--- src/logic/pid_pkg.sv ---
package pid_pkg;
	// clock and timing
	localparam int CLK_PERIOD_NS = 100;
	localparam int LATENCY_NS = 60000;
	localparam int LATENCY_CYC = (LATENCY_NS + CLK_PERIOD_NS - 1) / CLK_PERIOD_NS;
	localparam int RUN_LIMIT_US = 670;
	localparam int RUN_LIMIT_CYC = (RUN_LIMIT_US * 1000) / CLK_PERIOD_NS;
	localparam int MS_NS = 1000000;
	localparam int CYC_PER_MS = MS_NS / CLK_PERIOD_NS;
	// sources and limits
	localparam int NSRC = 5;
	localparam logic [2:0] SRC_PERIODIC = 3'h4;
	localparam logic [1:0] NEST_MAX = 2'h3;
	localparam logic [7:0] IVL_MIN_MS = 8'h0A;
	localparam logic [7:0] IVL_MAX_MS = 8'h8C;
	localparam logic [7:0] IVL_RST = 8'h0A;
	localparam logic [4:0] ENABLE_RST = 5'h1F;
	localparam int LABEL_W = 16;
	localparam int ADDR_W = 16;
	// register byte offsets
	localparam logic [7:0] OFS_ENABLE = 8'h00;
	localparam logic [7:0] OFS_UNMASK = 8'h04;
	localparam logic [7:0] OFS_MASK = 8'h08;
	localparam logic [7:0] OFS_INTERVAL = 8'h0C;
	localparam logic [7:0] OFS_VEC0 = 8'h10;
	localparam logic [7:0] OFS_STATUS = 8'h24;
	localparam logic [7:0] OFS_IRQ_STS = 8'h28;
	localparam logic [7:0] OFS_IRQ_MASK = 8'h2C;
	// status and event bit positions
	localparam int ST_ERR = 0;
	localparam int ST_BUSY = 1;
	localparam int EV_DISPATCH = 0;
	localparam int EV_ERROR = 1;
	localparam int EV_RESUME = 2;
	localparam int NEV = 3;

	typedef enum logic [1:0] {ST_IDLE, ST_DISPATCH, ST_RUN} pid_state_type;
	typedef struct packed {
		logic valid;
		logic [LABEL_W-1:0] label;
	} pid_jump_type;
	typedef struct packed {
		logic valid;
		logic [ADDR_W-1:0] addr;
	} pid_resume_type;
	typedef struct packed {
		logic handler_return_op;
		logic sub_call;
		logic sub_return;
	} pid_core_op_type;
endpackage

--- src/logic/pid_arb.sv ---
`timescale 1ns/1ns
// fixed priority pick: a, b, c, periodic, d
module pid_arb (
	input wire logic [4:0] pend,
	output logic any,
	output logic [2:0] idx,
	output logic [4:0] onehot
);
	// priority index of highest pending source
	function automatic logic [2:0] pick(input logic [4:0] p);
		logic [2:0] r;
		r = 3'h0;
		if (p[0]) begin
			r = 3'h0;
		end else if (p[1]) begin
			r = 3'h1;
		end else if (p[2]) begin
			r = 3'h2;
		end else if (p[4]) begin
			r = 3'h4;
		end else begin
			r = 3'h3;
		end
		return r;
	endfunction

	always_comb begin
		any = |pend;
		idx = pick(pend);
		onehot = any ? (5'h01 << idx) : 5'h00;
	end
endmodule

--- src/logic/pid_tick.sv ---
`timescale 1ns/1ns
// periodic tick generator, interval in milliseconds
module pid_tick #(
	parameter int CYC_PER_MS = pid_pkg::CYC_PER_MS
) (
	input wire logic clk,
	input wire logic reset,
	input wire logic en,
	input wire logic [7:0] interval_ms,
	output logic tick
);
	logic [15:0] cyc_ff; // cycles within one ms
	logic [7:0] ms_ff; // ms within one interval
	logic tick_ff; // one-cycle tick
	localparam logic [15:0] CYC_LAST = 16'(CYC_PER_MS - 1);

	// counters restart while disabled
	always_ff @(posedge clk) begin
		tick_ff <= 1'b0;
		if (reset || !en) begin
			cyc_ff <= 16'h0000;
			ms_ff <= 8'h00;
		end else if (cyc_ff == CYC_LAST) begin
			cyc_ff <= 16'h0000;
			if (ms_ff >= interval_ms - 8'h01) begin
				ms_ff <= 8'h00;
				tick_ff <= 1'b1;
			end else begin
				ms_ff <= ms_ff + 8'h01;
			end
		end else begin
			cyc_ff <= cyc_ff + 16'h0001;
		end
	end
	assign tick = tick_ff;
endmodule

--- src/logic/pid_top.sv ---
`timescale 1ns/1ns
//
// Overview of operation
// - periodic tick enters its vector slot handler
// - handler return resumes at interrupted address
// - fourth nested call raises execution error
// - five vector slots: a,b,c,d,periodic
// - grant order a,b,c,periodic,d
// - one handler at a time only
// - periodic handler over 670 us errors
// - dispatch latency about 60 us
// - periodic interval 10 to 140 ms
// - per-source enables, periodic enabled flag
//
module pid_top #(
	parameter int CYC_PER_MS = pid_pkg::CYC_PER_MS,
	parameter int RUN_LIMIT_CYC = pid_pkg::RUN_LIMIT_CYC
) (
	input wire logic clk,
	input wire logic reset,
	input wire logic [7:0] avs_address,
	input wire logic avs_read,
	input wire logic avs_write,
	input wire logic [31:0] avs_writedata,
	output logic [31:0] avs_readdata,
	output logic avs_waitrequest,
	input wire logic ext_irq_a,
	input wire logic ext_irq_b,
	input wire logic ext_irq_c,
	input wire logic ext_irq_d,
	input wire logic [15:0] pc_in,
	input wire pid_pkg::pid_core_op_type core_op,
	output pid_pkg::pid_jump_type jump,
	output pid_pkg::pid_resume_type resume,
	output logic exec_error_flag,
	output logic err_led,
	output logic periodic_enabled_flag,
	output logic irq
);
	localparam logic [15:0] LAT_LAST = 16'(pid_pkg::LATENCY_CYC - 1);
	localparam logic [15:0] RUN_LAST = 16'(RUN_LIMIT_CYC - 1);

	// bus state
	logic wait_ff; // waitrequest flop
	logic [31:0] rdata_ff; // read data flop
	logic wr_acc; // write takes effect this edge
	logic [31:0] rd_mux; // read data source
	// configuration
	logic [4:0] enable_ff; // per-source enables
	logic [7:0] interval_ff; // periodic interval in ms
	logic [15:0] vec_ff [pid_pkg::NSRC]; // handler labels
	logic [pid_pkg::NEV-1:0] irq_sts_ff; // sticky events
	logic [pid_pkg::NEV-1:0] irq_mask_ff; // event mask
	logic [pid_pkg::NEV-1:0] nxt_irq_sts;
	logic irq_ff;
	// request path
	logic [3:0] ext_prev_ff; // previous input levels
	logic [4:0] raw_req; // new requests this cycle
	logic [4:0] pend_ff; // latched requests
	logic tick; // periodic tick
	logic arb_any;
	logic [2:0] arb_idx;
	logic [4:0] arb_oh;
	logic [4:0] grant_oh; // granted source this cycle
	logic grant_fire;
	// dispatch
	pid_pkg::pid_state_type state_ff;
	logic [2:0] src_ff; // active source
	logic [15:0] disp_cnt_ff; // latency counter
	logic [15:0] run_cnt_ff; // handler run time
	logic [1:0] depth_ff; // nested call depth
	logic [15:0] resume_addr_ff; // interrupted address
	pid_pkg::pid_jump_type jump_ff;
	pid_pkg::pid_resume_type resume_ff;
	logic err_ff;
	logic led_ff;
	logic set_err_nest;
	logic set_err_run;
	logic clr_err;
	logic nxt_err;
	logic in_run;
	logic ret_now;

	// map byte address to vector slot
	function automatic logic is_slot(input logic [7:0] a);
		return (a >= pid_pkg::OFS_VEC0) && (a < pid_pkg::OFS_VEC0 + 8'h14) && (a[1:0] == 2'h0);
	endfunction
	function automatic logic [2:0] slot_of(input logic [7:0] a);
		logic [7:0] d;
		d = a - pid_pkg::OFS_VEC0;
		return d[4:2];
	endfunction

	// waitrequest: one wait cycle then accept
	always_ff @(posedge clk) begin
		if (reset) begin
			wait_ff <= 1'b1;
		end else if ((avs_read || avs_write) && wait_ff) begin
			wait_ff <= 1'b0;
		end else begin
			wait_ff <= 1'b1;
		end
	end
	assign wr_acc = avs_write && !wait_ff;

	// read mux
	always_comb begin
		rd_mux = 32'h0000_0000;
		if (is_slot(avs_address)) begin
			rd_mux[15:0] = vec_ff[slot_of(avs_address)];
		end else begin
			case (avs_address)
				pid_pkg::OFS_ENABLE: rd_mux[4:0] = enable_ff;
				pid_pkg::OFS_INTERVAL: rd_mux[7:0] = interval_ff;
				pid_pkg::OFS_STATUS: begin
					rd_mux[pid_pkg::ST_ERR] = err_ff;
					rd_mux[pid_pkg::ST_BUSY] = (state_ff != pid_pkg::ST_IDLE);
					rd_mux[3:2] = depth_ff;
					rd_mux[6:4] = src_ff;
					rd_mux[12:8] = pend_ff;
				end
				pid_pkg::OFS_IRQ_STS: rd_mux[pid_pkg::NEV-1:0] = irq_sts_ff;
				pid_pkg::OFS_IRQ_MASK: rd_mux[pid_pkg::NEV-1:0] = irq_mask_ff;
				default: rd_mux = 32'h0000_0000;
			endcase
		end
	end

	// read data captured in the wait cycle
	always_ff @(posedge clk) begin
		if (reset) begin
			rdata_ff <= 32'h0000_0000;
		end else if (avs_read && wait_ff) begin
			rdata_ff <= rd_mux;
		end
	end

	// source enables, unmask and mask operations
	always_ff @(posedge clk) begin
		if (reset) begin
			enable_ff <= pid_pkg::ENABLE_RST;
		end else if (wr_acc && avs_address == pid_pkg::OFS_UNMASK) begin
			enable_ff <= enable_ff | avs_writedata[4:0];
		end else if (wr_acc && avs_address == pid_pkg::OFS_MASK) begin
			enable_ff <= enable_ff & ~avs_writedata[4:0];
		end else if (wr_acc && avs_address == pid_pkg::OFS_ENABLE) begin
			enable_ff <= avs_writedata[4:0];
		end
	end

	// interval, clamped to legal range
	always_ff @(posedge clk) begin
		if (reset) begin
			interval_ff <= pid_pkg::IVL_RST;
		end else if (wr_acc && avs_address == pid_pkg::OFS_INTERVAL) begin
			if (avs_writedata[31:8] != 24'h000000 || avs_writedata[7:0] > pid_pkg::IVL_MAX_MS) begin
				interval_ff <= pid_pkg::IVL_MAX_MS;
			end else if (avs_writedata[7:0] < pid_pkg::IVL_MIN_MS) begin
				interval_ff <= pid_pkg::IVL_MIN_MS;
			end else begin
				interval_ff <= avs_writedata[7:0];
			end
		end
	end

	// vector slots
	always_ff @(posedge clk) begin
		if (reset) begin
			for (int i = 0; i < pid_pkg::NSRC; i++) begin
				vec_ff[i] <= 16'h0000;
			end
		end else if (wr_acc && is_slot(avs_address)) begin
			vec_ff[slot_of(avs_address)] <= avs_writedata[15:0];
		end
	end

	// periodic tick source
	pid_tick #(.CYC_PER_MS(CYC_PER_MS)) u_tick (
		.clk(clk),
		.reset(reset),
		.en(enable_ff[pid_pkg::SRC_PERIODIC]),
		.interval_ms(interval_ff),
		.tick(tick)
	);

	// rising edges of external inputs
	always_ff @(posedge clk) begin
		if (reset) begin
			ext_prev_ff <= 4'h0;
		end else begin
			ext_prev_ff <= {ext_irq_d, ext_irq_c, ext_irq_b, ext_irq_a};
		end
	end
	assign raw_req = {tick, {ext_irq_d, ext_irq_c, ext_irq_b, ext_irq_a} & ~ext_prev_ff};

	// pending latch; a new request beats the grant clear
	always_ff @(posedge clk) begin
		if (reset) begin
			pend_ff <= 5'h00;
		end else begin
			pend_ff <= (pend_ff & ~grant_oh) | (raw_req & enable_ff);
		end
	end

	pid_arb u_arb (
		.pend(pend_ff),
		.any(arb_any),
		.idx(arb_idx),
		.onehot(arb_oh)
	);
	assign grant_fire = arb_any && (state_ff == pid_pkg::ST_IDLE);
	assign grant_oh = grant_fire ? arb_oh : 5'h00;
	assign in_run = (state_ff == pid_pkg::ST_RUN);
	assign ret_now = in_run && core_op.handler_return_op;

	// dispatch sequence
	always_ff @(posedge clk) begin
		if (reset) begin
			state_ff <= pid_pkg::ST_IDLE;
			src_ff <= 3'h0;
			disp_cnt_ff <= 16'h0000;
			resume_addr_ff <= 16'h0000;
			jump_ff <= '0;
			resume_ff <= '0;
		end else begin
			jump_ff.valid <= 1'b0;
			resume_ff.valid <= 1'b0;
			case (state_ff)
				pid_pkg::ST_IDLE: begin
					if (grant_fire) begin
						src_ff <= arb_idx;
						resume_addr_ff <= pc_in;
						disp_cnt_ff <= 16'h0000;
						state_ff <= pid_pkg::ST_DISPATCH;
					end
				end
				pid_pkg::ST_DISPATCH: begin
					if (disp_cnt_ff == LAT_LAST) begin
						jump_ff.valid <= 1'b1;
						jump_ff.label <= vec_ff[src_ff];
						state_ff <= pid_pkg::ST_RUN;
					end else begin
						disp_cnt_ff <= disp_cnt_ff + 16'h0001;
					end
				end
				pid_pkg::ST_RUN: begin
					if (core_op.handler_return_op) begin
						resume_ff.valid <= 1'b1;
						resume_ff.addr <= resume_addr_ff;
						state_ff <= pid_pkg::ST_IDLE;
					end
				end
				default: state_ff <= pid_pkg::ST_IDLE;
			endcase
		end
	end

	// nested call depth inside a handler
	always_ff @(posedge clk) begin
		if (reset || !in_run) begin
			depth_ff <= 2'h0;
		end else if (core_op.sub_call && depth_ff != pid_pkg::NEST_MAX) begin
			depth_ff <= depth_ff + 2'h1;
		end else if (core_op.sub_return && depth_ff != 2'h0) begin
			depth_ff <= depth_ff - 2'h1;
		end
	end
	assign set_err_nest = in_run && core_op.sub_call && depth_ff == pid_pkg::NEST_MAX;

	// handler run time, saturating
	always_ff @(posedge clk) begin
		if (reset || !in_run) begin
			run_cnt_ff <= 16'h0000;
		end else if (run_cnt_ff != 16'hFFFF) begin
			run_cnt_ff <= run_cnt_ff + 16'h0001;
		end
	end
	assign set_err_run = in_run && src_ff == pid_pkg::SRC_PERIODIC && run_cnt_ff == RUN_LAST;

	// error flag: set wins over write-one clear
	assign clr_err = wr_acc && avs_address == pid_pkg::OFS_STATUS && avs_writedata[pid_pkg::ST_ERR];
	assign nxt_err = (err_ff && !clr_err) || set_err_nest || set_err_run;
	always_ff @(posedge clk) begin
		if (reset) begin
			err_ff <= 1'b0;
			led_ff <= 1'b0;
		end else begin
			err_ff <= nxt_err;
			led_ff <= nxt_err;
		end
	end

	// sticky events, mask, interrupt line
	always_comb begin
		nxt_irq_sts = irq_sts_ff;
		if (wr_acc && avs_address == pid_pkg::OFS_IRQ_STS) begin
			nxt_irq_sts = nxt_irq_sts & ~avs_writedata[pid_pkg::NEV-1:0];
		end
		nxt_irq_sts[pid_pkg::EV_DISPATCH] = nxt_irq_sts[pid_pkg::EV_DISPATCH] | grant_fire;
		nxt_irq_sts[pid_pkg::EV_ERROR] = nxt_irq_sts[pid_pkg::EV_ERROR] | set_err_nest | set_err_run;
		nxt_irq_sts[pid_pkg::EV_RESUME] = nxt_irq_sts[pid_pkg::EV_RESUME] | ret_now;
	end
	always_ff @(posedge clk) begin
		if (reset) begin
			irq_sts_ff <= '0;
			irq_mask_ff <= '0;
			irq_ff <= 1'b0;
		end else begin
			irq_sts_ff <= nxt_irq_sts;
			irq_ff <= |(nxt_irq_sts & irq_mask_ff);
			if (wr_acc && avs_address == pid_pkg::OFS_IRQ_MASK) begin
				irq_mask_ff <= avs_writedata[pid_pkg::NEV-1:0];
			end
		end
	end

	// outputs straight from flops
	assign avs_waitrequest = wait_ff;
	assign avs_readdata = rdata_ff;
	assign jump = jump_ff;
	assign resume = resume_ff;
	assign exec_error_flag = err_ff;
	assign err_led = led_ff;
	assign periodic_enabled_flag = enable_ff[pid_pkg::SRC_PERIODIC];
	assign irq = irq_ff;

	// cycles since last grant, for latency check
	logic [15:0] since_grant_ff;
	always_ff @(posedge clk) begin
		if (reset || grant_fire) begin
			since_grant_ff <= 16'h0000;
		end else if (since_grant_ff != 16'hFFFF) begin
			since_grant_ff <= since_grant_ff + 16'h0001;
		end
	end
endmodule

--- config.mk ---
export PLATFORM = sky130hd
export DESIGN_NAME = pid_top
export DESIGN_NICKNAME = d
export VERILOG_FILES = /design/src/logic/pid_pkg.sv /design/src/logic/pid_arb.sv /design/src/logic/pid_tick.sv /design/src/logic/pid_top.sv
export SDC_FILE = /design/constraint.sdc
export NUM_CORES = 1
export LEC_CHECK = 0
export BUFFER_PORTS_ARGS = -buffer_cell sky130_fd_sc_hd__buf_2
export CORE_ASPECT_RATIO = 0.8
export CORE_MARGIN = 2
export CORE_UTILIZATION = 59
export DETAILED_ROUTE_END_ITERATION = 16
export PLACE_DENSITY_LB_ADDON = 0.12
export SLEW_MARGIN = 15
export SYNTH_ARGS = -nofsm -noshare
export SYNTH_HDL_FRONTEND = slang
export SYNTH_SLANG_ARGS = --single-unit
export TNS_END_PERCENT = 1
--- constraint.sdc ---
create_clock -name clk -period 3.4 [get_ports clk]
set_clock_uncertainty 0.15 [all_clocks]
set_input_delay 0.51 -clock clk [delete_from_list [all_inputs] [get_ports clk]]
set_output_delay 0.51 -clock clk [all_outputs]
set_load 0.02 [all_outputs]
==> impl_metrics.tcl, run 1 <==
set metrics [dict create \
    drive_above_1_share_pct 21.1 \
    critPathMaxFanout 8 \
    num_antenna_cells 0 \
    synth_ff_type "dfxtp_1" \
    status "completed" \
    slowest_delay_ns 0.40 \
    critPathLaunchType "flop" \
    path_buf_inv 0 \
    multi_input_area_um2 6210 \
    slew_violations 0 \
    tightest_slew_ns 1.15 \
    worst_slack_ns 0.757 \
    globalRouteTotalUtil_pct 27.3 \
    die_w_um 173 \
    relSlewSlack_pct 23.4 \
    yosysWarningCount 0 \
    initial_utilization_pct 60.1 \
    grt_first_pass_wirelength_mm 51.7 \
    die_y_um 139 \
    synth_cell_types 70 \
    syn_to_final_growth_pct 15.2 \
    p_total_mw 7.99 \
    dr.pass1.iters 5 \
    post-route-period-util_pct 77.7 \
    rsz0062_at_grt "false" \
    cts_made_buffers 29 \
    syn_avg_cell_area_um2 11.2 \
    num_vias 9901 \
    peakVddDrop_uv 420 \
    numPortBuffers 121 \
    postCtsResizedCells 0 \
    core_area_um2 22500 \
    grt_pass1_vias 9236 \
    via_per_inst 5.84 \
    pin_count 138 \
    syn_area_um2 13500 \
    grt_max_degree 62 \
    ys_ff_latch 292 \
    post-dp-hpwl_mm 22.4 \
    critical-path-top-delay-family "compound AO/OA/AOI/OAI gates" \
    end_kind "flop" \
    critPathKind "flop to flop" \
    cts.sinks 292 \
    synthCells 1207 \
    antenna_found_initial 0 \
    clockRootBuffer "clkbuf_16" \
    cts_tree "built" \
    holdBufCountCts 0 \
    crit_required_ns 3.70 \
    h-tree-depth 1 \
    regArea_um2 7130 \
    async_flop_share_pct 0 \
    finalSetupViolCount 0 \
    synth_edf_count 128 \
    cts_setup_buffers 0 \
    critPathSlowestCell "dfxtp_1" \
    fin_nets 1447 \
    tns_ns 0 \
    nFillCells 1737 \
    grt.overflow.total 0 \
    maxCapViolations 0 \
    drtIter0Drc 1052 \
    cp_cell_sequence "nor4_1 -> nand2_1 -> xor2_1 -> ha_1 -> a21oi_1 -> o21ai_0 -> a211o_1 -> o2bb2a_1 -> o41ai_1" \
    drt.antenna.violating_nets 0 \
    clockBufferDepth 3 \
    wirelength_mm 33.0 \
    hold_violations 0 \
    post-place-ws_ns 0.468 \
    gp_congestion 0.875 \
    wl_per_cell_um 19.4 \
    cp.arrival_ns 2.95 \
    die_area_um2 24200 \
    route.detailed.drc 0 \
    power.leakage_nw 5.74 \
    fin_crit_ns 2.64 \
    ys_seq_area_share_pct 52.7 \
    clock_latency_ns 0.55 \
    max_freq_mhz 378 \
    path_clk_slew_ns 0.06 \
    cellPowerDensity_nw_per_um2 513 \
    rows 49 \
    hp-class "input port to flop" \
]
==> kinds of logic after synthesis <==
| kind of cell | Yosys count | share of synthesized area, % |
|---|---|---|
| fa+ha+maj | 13 | 1.20 |
| simple gates | 485 | 18.3 |
| compound gates | 173 | 8.01 |
| mux | 100 | 13.4 |
| xor+xnor | 47 | 3.04 |
| flops | 292 | 52.7 |
| other cells | 1 | 0.0277 |
| buf+inv | 96 | 3.24 |
==> path summary, 6_finish.rpt <==
| path | from | to | slack [ns] | depth (start not counted) |
|---|---|---|---|---|
| setup / recovery | interval_ff[2]$_SDFFE_PP0P_ | u_tick.ms_ff[3]$_SDFFE_PP0N_ | 0.76 | 9 |
| hold / removal | ext_irq_c | ext_prev_ff[2]$_SDFF_PP0_ | 0.03 | 2 |
| setup reg to reg | interval_ff[2]$_SDFFE_PP0P_ | u_tick.ms_ff[3]$_SDFFE_PP0N_ | 0.76 | 9 |
| hold reg to reg | resume[4]$_SDFFE_PP0P_ | resume[4]$_SDFFE_PP0P_ | 0.30 | 2 |
==> cells in the mapped netlist (3+ instances only) <==
cell type	n	area (µm²)
a21o_1	6	45.0
mux4_2	64	1440
edfxtp_1	128	3840
a22oi_1	8	60.1
mux2_2	14	158
a31oi_1	5	31.3
a21oi_1	65	325
nand2_1	125	469
inv_1	15	56.3
a221o_1	3	30.0
nand3_1	36	180
clkbuf_1	48	180
buf_1	5	18.8
nor3_1	24	120
nand2b_1	6	37.5
nor2_1	117	439
nor2b_1	15	93.8
dfxtp_1	164	3280
o21ai_1	5	25.0
nand3b_1	3	22.5
and2_1	82	513
a211oi_1	20	150
buf_4	17	128
xnor2_1	22	193
mux2i_1	22	220
buf_2	11	55.1
or2_2	4	25.0
a221oi_1	11	96.3
o21ai_0	32	160
ha_1	13	163
xor2_1	25	219
and3_1	10	62.6
nor4b_1	6	52.6
nor4_1	15	93.8
nand4_1	14	87.6
==> layer usage <==
metal  vias up  global-route usage, %  routed length, µm
met5         -                      0                  0
li1       4653                      -                  -
met3        62                   6.99               3520
met4         0                   6.47                801
met2       461                   41.7              14700
met1      4725                   39.5              14000
==> layout make-up <==
type	count	share of cell area, %
well taps	306	2.46
clock buffers	37	4.91
flip-flops and latches	292	45.8
repair buffers	147	5.16
clock inverters	17	1.52
inverters	15	0.361
multi-input cells	882	39.8
==> state kept, by name, indices dropped and copies added (netlist names), 2 cells and up, named ones only <==
register        cells
irq_mask_ff         3
vec_ff            128
enable_ff           5
u_tick.cyc_ff      16
ext_prev_ff         4
resume             17
irq_sts_ff          3
state_ff            2
avs_readdata       16
interval_ff         8
run_cnt_ff         16
jump               17
resume_addr_ff     16
disp_cnt_ff        16
u_tick.ms_ff        8
depth_ff            2
src_ff              3
pend_ff             5
==> cells in the final DEF, fill, tap and decap left out, types with 7 or more instances in the layout <==
cell and n:
a211oi_1 20, a21oi_1 65, a221oi_1 11, a22oi_1 8, and2_1 82, and3_1 10, buf_2 120, buf_4 27
clkbuf_1 7, clkbuf_16 29, conb_1 64, dfxtp_1 163, edfxtp_1 128, ha_1 13, inv_1 15, mux2_2 14
mux2i_1 22, mux4_2 64, nand2_1 125, nand3_1 36, nand4_1 14, nor2_1 116, nor2b_1 15, nor3_1 24
nor4_1 14, o21ai_0 31, xnor2_1 22, xor2_1 25
==> power breakdown <==
group          internal (mW)  leakage, nW  switching [mW]  total (mW)
sequential              3.80         2.63          0.0859        3.88
combinational          0.301         2.64           0.413       0.714
clock                   2.04        0.473            1.35        3.39
total                   6.14         5.74            1.85        7.99
==> metrics by stage <==
step / hold WS [ns] / cell area (µm²) / utilization [%] / instances
floorplan: 0.268 / 13800 / - / 1270
global placement: 0.287 / 14600 / 64.8 / 1642
detailed placement: 0.295 / 14600 / 64.8 / 1642
CTS: 0.0241 / 15600 / 69.2 / 1696
global route: 0.0359 / 15600 / 69.2 / 1696
finish: 0.0347 / 15600 / 69.2 / 1696
No activity file was read; power rests on OpenSTA's default activity.
==> run 2: changes to the inputs <==
- CORE_UTILIZATION: 59 -> 53
- clock period: 3.4 -> 2.3 ns (I/O delays scaled with it)
==> run 2 against run 1 <==
Against the previous run:
- cell count is 7.1% higher
- first-iteration DRC count is 20% lower
- setup slack lost 0.74 ns
- via count up 2.9%
- global-route usage fell by 1.4 points
- clock power is 43% higher
- largest cell class unchanged
==> impl_metrics.tcl, run 2 (synthesis gave the netlist of run 1 again) <==
set metrics [dict create \
    rsz0062_at_grt "true" \
    power.internal_mw 9.03 \
    drive_above_1_share_pct 25.5 \
    worstRegToRegCells 9 \
    post-dp-hpwl_mm 23.3 \
    layout_commonest_cell "dfxtp_1" \
    peakVddDrop_uv 632 \
    critPathLaunchType "flop" \
    layout_common_cells "dfxtp_1, edfxtp_1, nand2_1" \
    p_seq_share_pct 48.5 \
    hp-start "avs_writedata[0]" \
    path_clk_slew_ns 0.06 \
    holdPathEnd "enable_ff[0]$_SDFFE_PP1P_" \
    finalSetupViolCount 0 \
    tightest_slew_ns 0.605 \
    rrSetupSlack_ns 0.01 \
    clock_power_share_pct 41.0 \
    grt_first_pass_wirelength_mm 54.2 \
    drt.antenna.violating_nets 0 \
    clock_latency_ns 0.57 \
    numPortBuffers 121 \
    layoutNonFillerInstCount 1817 \
    switching_share_pct 23.5 \
    max_freq_mhz 437 \
    p_total_mw 11.8 \
    pin_count 138 \
    placed_cells 1727 \
    via_per_inst 5.61 \
    r2r_end "u_tick.ms_ff[3]$_SDFFE_PP0N_" \
    antenna_found_initial 0 \
    switching_power_mw 2.78 \
    nFillCells 1962 \
    core_area_um2 25200 \
    globalRouteTotalUtil_pct 25.9 \
    combPwrFrac_pct 10.5 \
    fin_nets 1551 \
    die_w_um 183 \
    regMostFlops "vec_ff" \
    postLayoutCellArea_um2 16800 \
    critPathMaxFanout 5 \
    largest_reg_flops 128 \
    die_area_um2 26800 \
    cts_made_buffers 29 \
    clockBufferDepth 3 \
    die_y_um 147 \
    crit_required_ns 2.61 \
    grt_pass1_vias 9982 \
    status "completed" \
    rr_startpoint "interval_ff[0]$_SDFFE_PP0P_" \
    initial_utilization_pct 53.7 \
    relSlewSlack_pct 59.3 \
    grt_max_degree 94 \
    rows 52 \
    slew_violations 0 \
    gp_congestion 0.858 \
    power.leakage_nw 6.32 \
    wirelength_mm 34.4 \
    syn_to_final_growth_pct 23.9 \
    end_kind "flop" \
    cts_setup_buffers 0 \
    place_area_um2 15300 \
    h-tree-depth 1 \
    hp-class "input port to flop" \
    cts_tree "built" \
    drtIter0Drc 841 \
    wl_per_cell_um 18.9 \
    clockRootBuffer "clkbuf_16" \
    route.detailed.drc 0 \
    dr.pass1.iters 5 \
    cellPowerDensity_nw_per_um2 705 \
    hold_depth 3 \
    num_vias 10200 \
    maxCapViolations 0 \
    cts.sinks 292 \
    hold_violations 0 \
    num_antenna_cells 0 \
    cp.arrival_ns 2.60 \
    critPathKind "flop to flop" \
    post-route-period-util_pct 99.5 \
    grt.overflow.total 0 \
    fin_crit_ns 2.29 \
]
==> run 2: changes by cell type in the layout (fill, tap and decap cells not counted), moves of 5 or more <==
cell | previous run | this run
buf_12 | 0 | 17
buf_4 | 27 | 77
clkbuf_8 | 1 | 6
dfxtp_1 | 163 | 158
dlygate4sd3_1 | 0 | 37
==> run 2: worst max path at each step <==
stage,slack [ns],cells past startpoint,end,from
floorplan,-0.06,9,u_tick.ms_ff[3]$_SDFFE_PP0N_,interval_ff[2]$_SDFFE_PP0P_
global placement,-0.16,9,u_tick.ms_ff[3]$_SDFFE_PP0N_,interval_ff[2]$_SDFFE_PP0P_
detailed placement,-0.15,9,u_tick.ms_ff[3]$_SDFFE_PP0N_,interval_ff[2]$_SDFFE_PP0P_
CTS,0.03,9,u_tick.ms_ff[3]$_SDFFE_PP0N_,interval_ff[2]$_SDFFE_PP0P_
global route,-0.08,9,u_tick.ms_ff[3]$_SDFFE_PP0N_,interval_ff[0]$_SDFFE_PP0P_
finish,0.01,9,u_tick.ms_ff[3]$_SDFFE_PP0N_,interval_ff[0]$_SDFFE_PP0P_
==> run 2: area by class of cell <==
cell class	instances	area, µm²	share of cell area (%)
Sequential cell	292	7140	42.6
Clock buffer	45	870	5.19
Tap cell	324	405	2.42
Multi-Input combinational cell	882	6290	37.5
Inverter	15	56.3	0.336
Clock inverter	8	110	0.657
Timing Repair Buffer	251	1890	11.3
==> run 2: repair_timing <==
| action | in CTS | in global routing |
|---|---|---|
| hold buffers | 37 | 0 |
| resized for setup | 8 | 16 |
| setup endpoints to repair | 8 | 11 |
| pin swaps | 5 | 7 |
| hold endpoints to repair | 69 | 0 |
==> run 2: per-stage QoR <==
stage	setup TNS, ns	setup WS [ns]	hold slack, ns	util, %
finish	0	0.0123	0.0414	66.6
global route	-0.258	-0.0819	0.0291	66.6
CTS	0	0.0274	0.0232	66.3
detailed placement	-1.17	-0.151	0.288	60.8
global placement	-0.729	-0.164	0.280	60.8
floorplan	-0.0550	-0.0550	0.268	-
==> run 2: power by group through the flow <==
stage                     Combinational [mW]  Sequential (mW)  Clock [mW]
after floorplan                        0.732             5.81           0
after global placement                  1.17             5.83           0
after detailed placement                1.18             5.84           0
after CTS                               1.23             5.73        4.92
after global routing                    1.33             5.75        5.12
final                                   1.24             5.73        4.84
==> run 2: critical path, cell delays in order (launching register included) <==
cell and delay, ns:
dfxtp_4 0.38, inv_1 0.07, buf_4 0.14, ha_1 0.27
nand2b_1 0.16, a211oi_2 0.23, o21bai_1 0.10, a211o_1 0.37
o2bb2a_2 0.29, o41ai_2 0.05
==> run 2: layer usage <==
layer,wire [µm],GRT usage (%)
met1,15300,36.8
met2,16000,41.7
met3,2310,4.24
met4,853,6.98
met5,0,0
